## src/design/dws_pkg.sv

```systemverilog
package dws_pkg;

	// ********************************************************
	// timing
	// ********************************************************
	localparam int unsigned CLK_HZ = 40_000_000;
	localparam int unsigned POWER_RATE_PPS = 160;
	// cycles between two power pulses, used as the top parameter default
	localparam int unsigned POWER_PERIOD_CYC = CLK_HZ / POWER_RATE_PPS;
	localparam int unsigned POWER_CNT_W = 18;

	// ********************************************************
	// memory geometry
	// ********************************************************
	localparam int unsigned SLOT_COUNT = 14;
	localparam int unsigned SLOT_W = 4;
	localparam int unsigned BIT_COUNT = 6;
	// bit-line positions by digit weight
	localparam int unsigned BIT_W1 = 0;
	localparam int unsigned BIT_W2 = 1;
	localparam int unsigned BIT_W4 = 2;
	localparam int unsigned BIT_W6 = 3;
	localparam int unsigned BIT_W8 = 4;
	localparam int unsigned BIT_W0 = 5;
	localparam int unsigned WORD_W = SLOT_W + BIT_COUNT;
	localparam int unsigned BUF_DEPTH = 2;

	// ********************************************************
	// values after reset or seizure
	// ********************************************************
	// pointer rests on the last slot so the first advance lands on slot one
	localparam logic [SLOT_W-1:0] SLOT_REST = 4'hd;
	localparam logic [SLOT_W-1:0] SLOT_LAST = 4'hd;
	localparam logic [SLOT_W-1:0] SLOT_FIRST = 4'h0;
	localparam logic STAGE_A_INIT = 1'b1;
	localparam logic STAGE_B_INIT = 1'b0;
	localparam logic ENABLE_INIT = 1'b1;
	localparam logic ARM_INIT = 1'b0;
	localparam logic ADV_SEL_INIT = 1'b0;

	typedef enum logic [1:0] {
		DWS_IDLE = 2'b00,
		DWS_ARMED = 2'b01,
		DWS_HELD = 2'b10
	} dws_wr_state_t;

endpackage

```

## src/design/dws_power_gen.sv

```systemverilog
`timescale 1ns/10ps
module dws_power_gen #(
	parameter int unsigned PERIOD = dws_pkg::POWER_PERIOD_CYC
) (
	input wire logic clk_i,
	input wire logic rst_b_i,
	input wire logic seize_i,
	output logic power_pulse_o
);
	import dws_pkg::*;

	logic [POWER_CNT_W-1:0] cnt_r;
	localparam logic [POWER_CNT_W-1:0] CNT_TOP = POWER_CNT_W'(PERIOD - 1);

	// ********************************************************
	// gated pulse timer
	// ********************************************************
	// counter only runs while seized; a pulse lasts one cycle, so a pulse
	// already begun is always finished before seize can take effect
	always_ff @(posedge clk_i or negedge rst_b_i) begin
		if (!rst_b_i) begin
			cnt_r <= '0;
		end else if (!seize_i) begin
			cnt_r <= '0;
		end else if (cnt_r == CNT_TOP) begin
			cnt_r <= '0;
		end else begin
			cnt_r <= cnt_r + 1'b1;
		end
	end

	// strobe registered so it never glitches
	always_ff @(posedge clk_i or negedge rst_b_i) begin
		if (!rst_b_i) begin
			power_pulse_o <= 1'b0;
		end else begin
			power_pulse_o <= seize_i && (cnt_r == CNT_TOP);
		end
	end

endmodule

```

## src/design/dws_buf2.sv

```systemverilog
`timescale 1ns/10ps
module dws_buf2 #(
	parameter int unsigned WIDTH = dws_pkg::WORD_W,
	parameter int unsigned DEPTH = dws_pkg::BUF_DEPTH
) (
	input wire logic clk_i,
	input wire logic rst_b_i,
	input wire logic flush_i,
	input wire logic in_valid_i,
	output logic in_ready_o,
	input wire logic [WIDTH-1:0] in_data_i,
	output logic out_valid_o,
	input wire logic out_ready_i,
	output logic [WIDTH-1:0] out_data_o
);
	localparam int unsigned PW = (DEPTH > 1) ? $clog2(DEPTH) : 1;
	localparam int unsigned CW = $clog2(DEPTH + 1);

	logic [WIDTH-1:0] store_r [DEPTH];
	logic [PW-1:0] wptr_r;
	logic [PW-1:0] rptr_r;
	logic [CW-1:0] count_r;
	logic push;
	logic pop;

	// ********************************************************
	// handshakes
	// ********************************************************
	assign in_ready_o = (count_r != CW'(DEPTH));
	assign out_valid_o = (count_r != '0);
	assign push = in_valid_i && in_ready_o;
	assign pop = out_valid_o && out_ready_i;
	assign out_data_o = store_r[rptr_r];

	function automatic logic [PW-1:0] ptr_step(input logic [PW-1:0] p);
		ptr_step = (p == PW'(DEPTH - 1)) ? '0 : p + 1'b1;
	endfunction

	// pointers and occupancy
	always_ff @(posedge clk_i or negedge rst_b_i) begin
		if (!rst_b_i) begin
			wptr_r <= '0;
			rptr_r <= '0;
			count_r <= '0;
		end else if (flush_i) begin
			wptr_r <= '0;
			rptr_r <= '0;
			count_r <= '0;
		end else begin
			if (push) begin
				wptr_r <= ptr_step(wptr_r);
			end
			if (pop) begin
				rptr_r <= ptr_step(rptr_r);
			end
			if (push && !pop) begin
				count_r <= count_r + 1'b1;
			end else if (pop && !push) begin
				count_r <= count_r - 1'b1;
			end
		end
	end

	// storage needs no reset, occupancy guards it
	always_ff @(posedge clk_i) begin
		if (push) begin
			store_r[wptr_r] <= in_data_i;
		end
	end

endmodule

```

## src/design/dws_top.sv

```systemverilog
// Function
// - pulses only while seized, finish begun pulse
// - seizure loads fixed initial pattern everywhere except the read code and the advance, notify and word select strobes
// - power pulses alternate phase A, phase B
// - first pulse after reset is phase A
// - steered A arms, next B fires write
// - one pointer advance per digit only
// - A after steer release re-enables digit
// - advances alternate between two outputs
// - every write event emits notification pulse
// - ring rests before slot one, steps
// - fourteen slots, pointer wraps, overwrites even unread
// - advance needs digit, A then B
// - cell written on word and bit
// - nine stored as weights one and eight
// - every phase A gives scan tick
// - pulse rate nominally 160 per second
`timescale 1ns/10ps
module dws_top #(
	parameter int unsigned POWER_PERIOD = dws_pkg::POWER_PERIOD_CYC
) (
	input wire logic clk_i,
	input wire logic rst_b_i,
	input wire logic seize_i,
	input wire logic steer_line_i,
	input wire logic [dws_pkg::BIT_COUNT-1:0] bit_line_i,
	input wire logic rd_strobe_i,
	input wire logic [dws_pkg::SLOT_W-1:0] rd_slot_i,
	input wire logic out_ready_i,
	output logic power_pulse_o,
	output logic phase_a_pulse_o,
	output logic phase_b_pulse_o,
	output logic scan_tick_o,
	output logic bit_drive_o,
	output logic advance_first_o,
	output logic advance_second_o,
	output logic write_notify_o,
	output logic [dws_pkg::SLOT_COUNT-1:0] word_select_o,
	output logic [dws_pkg::SLOT_W-1:0] write_slot_o,
	output logic digit_enable_o,
	output logic [dws_pkg::BIT_COUNT-1:0] rd_code_o,
	output logic out_valid_o,
	output logic [dws_pkg::WORD_W-1:0] out_data_o
);
	import dws_pkg::*;

	// ********************************************************
	// declarations
	// ********************************************************
	logic seize_q_r;
	logic seize_rise;
	logic power_pulse;
	logic distributor_stage_a_r;
	logic distributor_stage_b_r;
	logic phase_a_pulse_r;
	logic phase_b_pulse_r;
	logic digit_enable_latch_r;
	logic write_arm_latch_r;
	logic adv_sel_r;
	logic [SLOT_W-1:0] slot_r;
	logic [SLOT_W-1:0] slot_nxt;
	logic write_fire;
	logic advance;
	logic buf_ready;
	logic [WORD_W-1:0] buf_word;
	logic [BIT_COUNT-1:0] mem_r [SLOT_COUNT];
	// status view of the two write latches, not a separate machine
	dws_wr_state_t wr_state;

	// ********************************************************
	// helpers
	// ********************************************************
	// ring step with wrap past the fourteenth slot
	function automatic logic [SLOT_W-1:0] ring_step(input logic [SLOT_W-1:0] s);
		ring_step = (s == SLOT_LAST) ? SLOT_FIRST : s + 1'b1;
	endfunction

	// one-hot word select line for a slot
	// only ever called with a slot in range, so no bit is lost
	function automatic logic [SLOT_COUNT-1:0] slot_onehot(input logic [SLOT_W-1:0] s);
		slot_onehot = '0;
		slot_onehot[s] = 1'b1;
	endfunction

	// slots fourteen and fifteen do not exist; reads there see nothing
	// and must never clear a real slot by aliasing
	function automatic logic slot_in_range(input logic [SLOT_W-1:0] s);
		slot_in_range = (s <= SLOT_LAST);
	endfunction

	// ********************************************************
	// seizure detection
	// ********************************************************
	// the rising edge of seize plays the converter reset pulse
	// a level reset would hold the cores cleared for the whole call,
	// so only the first cycle of a seizure loads the pattern
	always_ff @(posedge clk_i or negedge rst_b_i) begin
		if (!rst_b_i) begin
			seize_q_r <= 1'b0;
		end else begin
			seize_q_r <= seize_i;
		end
	end

	assign seize_rise = seize_i && !seize_q_r;

	// ********************************************************
	// gated pulse generator
	// ********************************************************
	// counter starts from zero at each seizure, so the first power pulse
	// comes a full period after seizure, well after the reset pattern
	// the period parameter sets the nominal pulse rate; a short period
	// only speeds simulation, the sequencing does not depend on it
	dws_power_gen #(
		.PERIOD(POWER_PERIOD)
	) u_power (
		.clk_i(clk_i),
		.rst_b_i(rst_b_i),
		.seize_i(seize_i),
		.power_pulse_o(power_pulse)
	);

	assign power_pulse_o = power_pulse;

	// ********************************************************
	// two-phase distributor
	// ********************************************************
	// stage_a set means the next power pulse goes out as phase A;
	// the two stages always swap, so the phases never stall
	// a seizure edge wins over a coincident power pulse, so the first
	// phase after any seizure is always A
	always_ff @(posedge clk_i or negedge rst_b_i) begin
		if (!rst_b_i) begin
			distributor_stage_a_r <= STAGE_A_INIT;
			distributor_stage_b_r <= STAGE_B_INIT;
		end else if (seize_rise) begin
			distributor_stage_a_r <= STAGE_A_INIT;
			distributor_stage_b_r <= STAGE_B_INIT;
		end else if (power_pulse) begin
			distributor_stage_a_r <= distributor_stage_b_r;
			distributor_stage_b_r <= distributor_stage_a_r;
		end
	end

	// phase strobes, one clock each
	// cleared on seizure so a strobe from the last call cannot arm the new one
	always_ff @(posedge clk_i or negedge rst_b_i) begin
		if (!rst_b_i) begin
			phase_a_pulse_r <= 1'b0;
			phase_b_pulse_r <= 1'b0;
		end else if (seize_rise) begin
			phase_a_pulse_r <= 1'b0;
			phase_b_pulse_r <= 1'b0;
		end else begin
			phase_a_pulse_r <= power_pulse && distributor_stage_a_r;
			phase_b_pulse_r <= power_pulse && distributor_stage_b_r;
		end
	end

	assign phase_a_pulse_o = phase_a_pulse_r;
	assign phase_b_pulse_o = phase_b_pulse_r;
	// read control gets every phase A, whatever the write side does
	assign scan_tick_o = phase_a_pulse_r;
	// bit current only flows in phase B
	assign bit_drive_o = phase_b_pulse_r;

	// ********************************************************
	// write control
	// ********************************************************
	// a write fires on phase B only when a steered phase A armed it;
	// a full buffer skips that B, and a key still held re-arms on the next A
	// trade-off: a stalled consumer delays the digit rather than losing it,
	// but a key let go during the stall is dropped, never stored empty
	assign write_fire = phase_b_pulse_r && write_arm_latch_r && buf_ready;
	// advance only once per digit, gated by the enable latch
	assign advance = write_fire && digit_enable_latch_r;

	// arm latch
	always_ff @(posedge clk_i or negedge rst_b_i) begin
		if (!rst_b_i) begin
			write_arm_latch_r <= ARM_INIT;
		end else if (seize_rise) begin
			write_arm_latch_r <= ARM_INIT;
		end else if (phase_a_pulse_r && steer_line_i) begin
			write_arm_latch_r <= 1'b1;
		end else if (phase_b_pulse_r) begin
			// every phase B disarms; a deferred write re-arms on the next steered A
			write_arm_latch_r <= 1'b0;
		end
	end

	// per-digit enable latch
	// holding steer keeps it clear, so repeated A/B pairs give no advance
	// a steered A must not re-enable, or a held key would advance twice
	always_ff @(posedge clk_i or negedge rst_b_i) begin
		if (!rst_b_i) begin
			digit_enable_latch_r <= ENABLE_INIT;
		end else if (seize_rise) begin
			digit_enable_latch_r <= ENABLE_INIT;
		end else if (phase_a_pulse_r && !steer_line_i) begin
			digit_enable_latch_r <= 1'b1;
		end else if (write_fire) begin
			digit_enable_latch_r <= 1'b0;
		end
	end

	assign digit_enable_o = digit_enable_latch_r;

	// advance output selector toggles once per digit
	always_ff @(posedge clk_i or negedge rst_b_i) begin
		if (!rst_b_i) begin
			adv_sel_r <= ADV_SEL_INIT;
		end else if (seize_rise) begin
			adv_sel_r <= ADV_SEL_INIT;
		end else if (advance) begin
			adv_sel_r <= !adv_sel_r;
		end
	end

	// write-side status for observation
	// held means a digit was taken and the key is still down
	always_comb begin
		if (write_arm_latch_r) begin
			wr_state = DWS_ARMED;
		end else if (!digit_enable_latch_r) begin
			wr_state = DWS_HELD;
		end else begin
			wr_state = DWS_IDLE;
		end
	end

	// advance and notify strobes, registered one cycle after the fire
	// notify follows every fire, even a repeat under a held key, so the
	// outside control can count them; the advance is once per digit
	always_ff @(posedge clk_i or negedge rst_b_i) begin
		if (!rst_b_i) begin
			advance_first_o <= 1'b0;
			advance_second_o <= 1'b0;
			write_notify_o <= 1'b0;
		end else begin
			advance_first_o <= advance && !adv_sel_r;
			advance_second_o <= advance && adv_sel_r;
			write_notify_o <= write_fire && (wr_state == DWS_ARMED);
		end
	end

	// ********************************************************
	// write pointer ring
	// ********************************************************
	// after wrap the pointer reuses slots; nothing stops it overwriting
	// a digit not yet read, the read side must keep up
	assign slot_nxt = ring_step(slot_r);

	always_ff @(posedge clk_i or negedge rst_b_i) begin
		if (!rst_b_i) begin
			slot_r <= SLOT_REST;
		end else if (seize_rise) begin
			slot_r <= SLOT_REST;
		end else if (advance) begin
			slot_r <= slot_nxt;
		end
	end

	assign write_slot_o = slot_r;

	// word select stands for one cycle, aligned with the advance strobes
	always_ff @(posedge clk_i or negedge rst_b_i) begin
		if (!rst_b_i) begin
			word_select_o <= '0;
		end else if (advance) begin
			word_select_o <= slot_onehot(slot_nxt);
		end else begin
			word_select_o <= '0;
		end
	end

	// ********************************************************
	// coincident memory
	// ********************************************************
	// a word select alone never writes; the advance happens in phase B,
	// the only time the bit lines carry current, so word and bit meet.
	// both bits of a two-bit code, such as nine, land in the same cycle
	// a read and a write to one slot in one cycle keep the new digit
	always_ff @(posedge clk_i or negedge rst_b_i) begin
		if (!rst_b_i) begin
			for (int i = 0; i < SLOT_COUNT; i++) begin
				mem_r[i] <= '0;
			end
		end else if (seize_rise) begin
			for (int i = 0; i < SLOT_COUNT; i++) begin
				mem_r[i] <= '0;
			end
		end else begin
			if (rd_strobe_i && slot_in_range(rd_slot_i)) begin
				mem_r[rd_slot_i] <= '0;
			end
			// a write after wrap reuses its slot whether or not a read has freed it
			if (advance && phase_b_pulse_r) begin
				mem_r[slot_nxt] <= bit_line_i;
			end
		end
	end

	// destructive read-out, like resetting the cores
	// a strobe on a missing slot returns an empty code rather than holding
	// the last one, so a stale digit is never read twice
	always_ff @(posedge clk_i or negedge rst_b_i) begin
		if (!rst_b_i) begin
			rd_code_o <= '0;
		end else if (rd_strobe_i && slot_in_range(rd_slot_i)) begin
			rd_code_o <= mem_r[rd_slot_i];
		end else if (rd_strobe_i) begin
			rd_code_o <= '0;
		end
	end

	// ********************************************************
	// stored-word buffer
	// ********************************************************
	// each stored digit is also queued with its slot so a stalled
	// consumer loses nothing; fullness holds back the write itself
	// flushed on seizure together with the memory
	assign buf_word = {slot_nxt, bit_line_i};

	dws_buf2 #(
		.WIDTH(WORD_W),
		.DEPTH(BUF_DEPTH)
	) u_buf (
		.clk_i(clk_i),
		.rst_b_i(rst_b_i),
		.flush_i(seize_rise),
		.in_valid_i(advance),
		.in_ready_o(buf_ready),
		.in_data_i(buf_word),
		.out_valid_o(out_valid_o),
		.out_ready_i(out_ready_i),
		.out_data_o(out_data_o)
	);

endmodule

```

## config.mk

```make
export PLATFORM = sky130hd
export DESIGN_NAME = dws_top
export DESIGN_NICKNAME = d
export VERILOG_FILES = /design/src/design/dws_pkg.sv /design/src/design/dws_power_gen.sv /design/src/design/dws_buf2.sv /design/src/design/dws_top.sv
export SDC_FILE = /design/constraint.sdc
export NUM_CORES = 1
export LEC_CHECK = 0
export BUFFER_PORTS_ARGS = -buffer_cell sky130_fd_sc_hd__buf_2
export CORE_MARGIN = 5
export CORE_UTILIZATION = 62
export CTS_BUF_LIST = sky130_fd_sc_hd__clkbuf_2
export CTS_CLUSTER_DIAMETER = 80
export DETAILED_ROUTE_END_ITERATION = 10
export PLACE_DENSITY = 0.82
export REMOVE_ABC_BUFFERS = 1
export SKIP_CTS_REPAIR_TIMING = 1
export SYNTH_ARGS = -nofsm -noshare
export SYNTH_HDL_FRONTEND = slang
export SYNTH_SLANG_ARGS = --single-unit
```

## constraint.sdc

```tcl
create_clock -name clk_i -period 2.4 [get_ports clk_i]
set_clock_uncertainty 0.2 [all_clocks]
set_input_delay 0.72 -clock clk_i [delete_from_list [all_inputs] [get_ports clk_i]]
set_output_delay 0.72 -clock clk_i [all_outputs]
set_load 0.05 [all_outputs]
```

# Word-level counts from Yosys, hierarchy flattened
# Memory sizes are Yosys's and may differ from the RTL's.
# Cells that the tools add are included.
# classes
n_mux	49
addsub	6
order_cmp	7
n_eq_ne	4
n_reduce_logical	35
n_bitwise	4
# ops
operator	count
84-bit two-way mux	4
84-bit bitwise AND	1
84-bit bitwise mux	1
84-bit inverter	1
6-bit demux with 4-bit select	2
18-bit two-way mux	2
6-bit two-way mux	6
6-bit binary-select mux with 4-bit select	1
1-bit two-way mux	23
1-bit logical AND	21
18-bit by 1-bit adder with 18-bit output (second input constant)	1
18-bit == test (second input constant)	1
14-bit two-way mux	1
4-bit two-way mux	3
2-bit nonzero test	6
5-bit >= comparator (second input constant)	2
5-bit by 1-bit < comparator with 1-bit output (second input constant)	2
2-bit two-way mux	5
4-bit inverter with 5-bit output	2
3-bit nonzero test	3
1-bit zero test	5
4-bit by 5-bit < comparator with 1-bit output (second input constant)	1
4-bit by 1-bit adder with 4-bit output (second input constant)	1
1-bit demux with 4-bit select	1
8 further kinds	9
# word_totals
mem_bits_rw	20
output_inout_bits	44
n_memories	1
regBits	142
# mem_list
memory	depth	word_bits	read_ports	rd_clocked_by_memory_dff	write_ports	line	text
u_buf.store_r	2	10	1	0	1	dws_buf2.sv:19	logic [WIDTH-1:0] store_r [DEPTH];

# Logic depth before layout (Yosys ltp)
# depth
ltp_word	12
ltp_mapped	7
ltp_nobuf	5

# By module
# A second synthesis with hierarchy kept.
# hier_totals
cells_unflattened	742
hier_area_um2	7694.9
# by_module_without_submodules
module	cells_per_inst	area_per_inst_um2	instances
dws_top	593	5814.3	1
dws_power_gen	93	940.9	1
dws_buf2	56	939.7	1

# Least setup slack after synthesis
# OpenSTA, ideal clock, no wires.
# synth_path
path_kind	reg2reg
from	reg phase_b_pulse_r (netlist: bit_drive_o)
to	mem u_buf.store_r[1][0] (netlist name), enable pin
synth_period_minus_slack_ps	2429
path_buffers	2
path_slack_ps	-29
stages_incl_launch_ff	6
arrival_ps	1853
cell_sequence	dfrtp_1 > and2_1 > buf_6 > nand3_1 > buf_2 > nor2_1
# synth_between
elab_chain_cells	6
# synth_lines
item	line	text
start, declared	dws_top.sv:56	logic phase_b_pulse_r;
start signal, assigned	dws_top.sv:156	phase_b_pulse_r <= power_pulse && distributor_stage_b_r;
1-bit logical AND (2 in series)	dws_top.sv:174	assign write_fire = phase_b_pulse_r && write_arm_latch_r && buf_ready;
1-bit logical AND	dws_top.sv:176	assign advance = write_fire && digit_enable_latch_r;
1-bit logical AND	dws_buf2.sv:31	assign push = in_valid_i && in_ready_o;
1-bit two-way mux	dws_buf2.sv:66	if (push) begin
1-bit two-way mux (not written as such)	dws_buf2.sv:67	store_r[wptr_r] <= in_data_i;
end, declared	dws_buf2.sv:19	
# No other way between the ends.

# Worst setup path after layout
# layout_path
from	reg u_buf.rptr_r
to	out out_data_o[4] (netlist name)
# layout_between
elab_chain_cells	1
# layout_lines
item	line	text
start, declared	dws_buf2.sv:21	logic [PW-1:0] rptr_r;
start signal, assigned	dws_buf2.sv:54	rptr_r <= ptr_step(rptr_r);
memory read 2 x 10 bit	-	
end, declared	dws_top.sv:43	output logic [dws_pkg::WORD_W-1:0] out_data_o
# No other way between the ends.

==> impl_summary.txt <==
----------------------------------------------------
[Layout]
  Fraction of layout instances using a drive strength above 1 ... 24.87%
  Final Core Density ... 73.11%
  Synth-to-Final Area Change ... 15.79%
  FILL cells ... ~780
  Number of nets in the layout ... 772
  Number of inserted diodes ... 0

[Setup path]
  Worst R2R Start ... u_buf.count_r[0]$_DFFE_PN0P_
  Startpoint type of the worst setup path ... flip-flop
  End of the worst register-to-register path ... mem_r[72]$_DFF_PN0_
  CP required ... 1.48 ns
  Worst Path Arrival ... 1.86 ns
  CP Class ... flip-flop to output pin
  Worst reg-to-reg setup slack ... 0.11 ns
  CP Max Fanout ... 5
  R2R depth ... 6
  Capturing element type of the critical path ... output pin

[Logic synthesis]
  Predominant post-synthesis flop cell ... dfrtp_1
  Synth warn ... 0
  Synth area leaders ... dfrtp_1 (45%), mux2i_1 (14%), edfxtp_1 (7.9%)
  Count of unique library cells instantiated by Yosys ... slightly below 60
  Largest area contributor in the netlist ... dfrtp_1
  Fraction of the yosys area taken by sequential cells ... 54.85%
  Share of the synthesized area in the top cell type ... 45.20%
  Number of synthesized register bits ... 162
  Proportion of register bits with asynchronous set or reset after synthesis ... 87.65%
  Avg Cell Area, Syn ... 11.60 µm²
  Mapped cell area ... 7585 µm²
  Number of enable-type register cells in the synthesized netlist ... 20
  Cells after Synth ... 654

[Routing]
  Post-DR vias/cell ... 6.085
  Detailed-router iteration count before antenna repair ... 6
  Drt wl/cell ... between 15 and 20 µm
  Post-detailed-route count of antenna-violating nets ... 0
  Violation count after the first detailed-route iteration ... 583
  DR DRC count ... 0
  DR vias ... between 5000 and 6000
  Total Routed Length ... 18030 µm

[Global route]
  Grt ovf ... 0
  Via count of the first global-routing pass ... 5466
  Wire length of the first global-routing pass ... 28460 µm
  Maximum number of pins on one net before global-route repair ... 51
  Number of antenna violations at the first check in global routing ... 0
  GR Util All Layers ... 25.01%

[Flow run]
  Max_cap viols ... 0

[Floorplan]
  Cell row count ... 40
  Starting Density ... 63.15%
  Width of the chip ... between 100 and 150 µm
  Die outline area ... 14550 µm²
  Core Box Area ... 12010 µm²
  I/O pin cnt ... 60
  Height of the die ... 120.6 µm

[Timing]
  Least-Margin Pin Slew ... 0.6151 ns
  Final Slew Violations ... 0
  RSZ-0062 raised after global routing ... yes
  Worst setup margin ... -0.3759 ns
  Period Utilization, post-route ... 115.7%
  Tmin final ... 2.776 ns
  Setup violation total in the final timing report ... 15
  Maximum frequency from static timing analysis ... roughly 360 MHz
  Worst-case hold slack ... roughly 0.081 ns
  Tightest slew margin relative to the limit ... 58.80%
  Fin. Hold Viols ... 0

[Clocking]
  TritonCTS clock tree ... done
  Sink count of the clock tree ... 162
  CTS clock-pin slew for the worst setup and hold paths ... 0.22 ns
  Clock buffer depth ... 2
  Clock H-tree levels ... 4
  Inserted Clock Buffers ... 17
  Insertion delay of the later-clocked pin in the worst-skew pair ... 0.76 ns
  Root Buffer Master ... clkbuf_2

[Placement]
  Worst setup slack before clock tree synthesis ... 0.1129 ns
  Number of input and output port buffers inserted ... 59
  Estimated wirelength of the detail-placed design ... 12310 µm
  Final GP Congestion ... approximately 0.85

[Power and ir drop]
  Power density over the cells ... about 510 nW/µm²
  Design Power ... 4.512 mW
  Reported leakage power ... 4.063 nW
  Worst vdd rail ir drop ... approximately 0.25 mV

[Status]
  Result of the run ... finished, violations left
  Violations in the final reports ... negative setup slack

[Worst hold path]
  Min-delay src ... rd_strobe_i
  Worst min-delay path endpoint ... rd_code_o[3]$_DFFE_PN0P_
  Hold crit path type ... primary input to flip-flop
  Min-Delay Path Depth ... 3

----------------------------------------------------
layer usage:
metal	global-route usage [%]	vias to the layer above	wire length, µm
met5	0	-	0
met4	12.25	0	582
met3	5.192	50	1019
met2	40.17	213	9203
met1	32.54	2777	7221
li1	-	2528	-
flip-flops by register name (all words and copies together) (netlist names):
| signal | count |
|---|---|
| write_notify_o | 1 |
| digit_enable_o | 1 |
| distributor_stage_a_r | 1 |
| write_arm_latch_r | 1 |
| u_buf.store_r | 20 |
| adv_sel_r | 1 |
| write_slot_o | 4 |
| u_buf.rptr_r | 1 |
| advance_first_o | 1 |
| u_buf.wptr_r | 1 |
| u_power.power_pulse_o | 1 |
| mem_r | 84 |
| rd_code_o | 6 |
| bit_drive_o | 1 |
| phase_a_pulse_o | 1 |
| seize_q_r | 1 |
| advance_second_o | 1 |
| u_power.cnt_r | 18 |
| distributor_stage_b_r | 1 |
| word_select_o | 14 |
| u_buf.count_r | 2 |
cell usage after synthesis, types with 6 or more instances:
cell and number:
dfrtp_1 137, mux2i_1 106, nand2_1 90, nor2_1 38
edfxtp_1 20, mux2_2 17, inv_1 15, o22ai_1 15
o21ai_0 14, a21oi_1 13, buf_2 13, clkbuf_1 13
o211ai_1 10, xnor2_1 10, xor2_1 10, nand3_1 9
nand4_1 9, nor2_2 8, a32o_1 7, a21boi_0 6
buf_6 6
how the worst max path moves through the flow:
stage	startpoint	endpoint	slack, ns	cells past startpoint
2_1_floorplan	bit_drive_o$_DFF_PN0_	u_buf.store_r[0][0]$_DFFE_PP_	-0.58	3
3_3_place_gp	seize_i	mem_r[25]$_DFF_PN0_	0.17	6
3_5_place_dp	rd_slot_i[0]	mem_r[34]$_DFF_PN0_	0.11	6
4_1_cts	u_buf.rptr_r$_DFFE_PN0P_	out_data_o[9]	-0.64	2
5_1_grt	u_buf.rptr_r$_DFFE_PN0P_	out_data_o[4]	-0.47	3
6_report	u_buf.rptr_r$_DFFE_PN0P_	out_data_o[4]	-0.38	3
final cells by class:
type	instances	area, µm²	area share [%]
sequential	162	4164	47.41
inverter	15	56.30	0.6411
tap	147	183.9	2.094
clock buffer	17	85.08	0.9688
multi-input combinational	437	3146	35.82
clock inverter	15	143.9	1.638
timing repair buffer	122	1003	11.43
kinds of logic (layout without fill, tap and decap cells):
kind of cell	after synthesis	count (layout)	synth area share [%]
buffers and inverters	55	169	3.811
xor gates and xnor gates	20	20	2.309
and+or+nand+nor	210	210	14.37
AOI/OAI and AO/OA	81	81	7.390
muxes	125	125	17.11
adders and majority gates	1	1	0.1649
DFF	162	162	54.85
worst max-delay path: stages (launching register included):
cell and delay [ns]:
dfrtp_2 0.42, buf_4 0.15, mux2_2 0.36, buf_6 0.16
per-stage QoR:
step           area, µm²  instances  setup TNS (ns)
3_3_place_gp        8145        854               0
3_5_place_dp        8145        854               0
2_1_floorplan       7352        614          -20.60
6_report            8782        915          -3.733
4_1_cts             8374        886          -8.338
5_1_grt             8782        915          -5.194
power by group:
part           internal, mW  switching, mW
Clock                 0.463          0.963
Sequential             2.78        0.00577
Combinational        0.0976          0.199
Total                  3.34           1.17
cell usage in the layout (no fill, tap or decap), types with 10 or more instances in the layout:
master,instances
mux2i_1,106
clkbuf_2,18
buf_2,27
o21ai_0,14
xor2_1,10
dfrtp_1,134
a21oi_1,13
nand2_1,90
dlygate4sd3_1,10
nor2_1,38
edfxtp_1,20
xnor2_1,10
buf_6,14
o211ai_1,10
buf_4,53
o22ai_1,15
mux2_2,17
inv_1,15
Power figures use the tool's default switching activity.
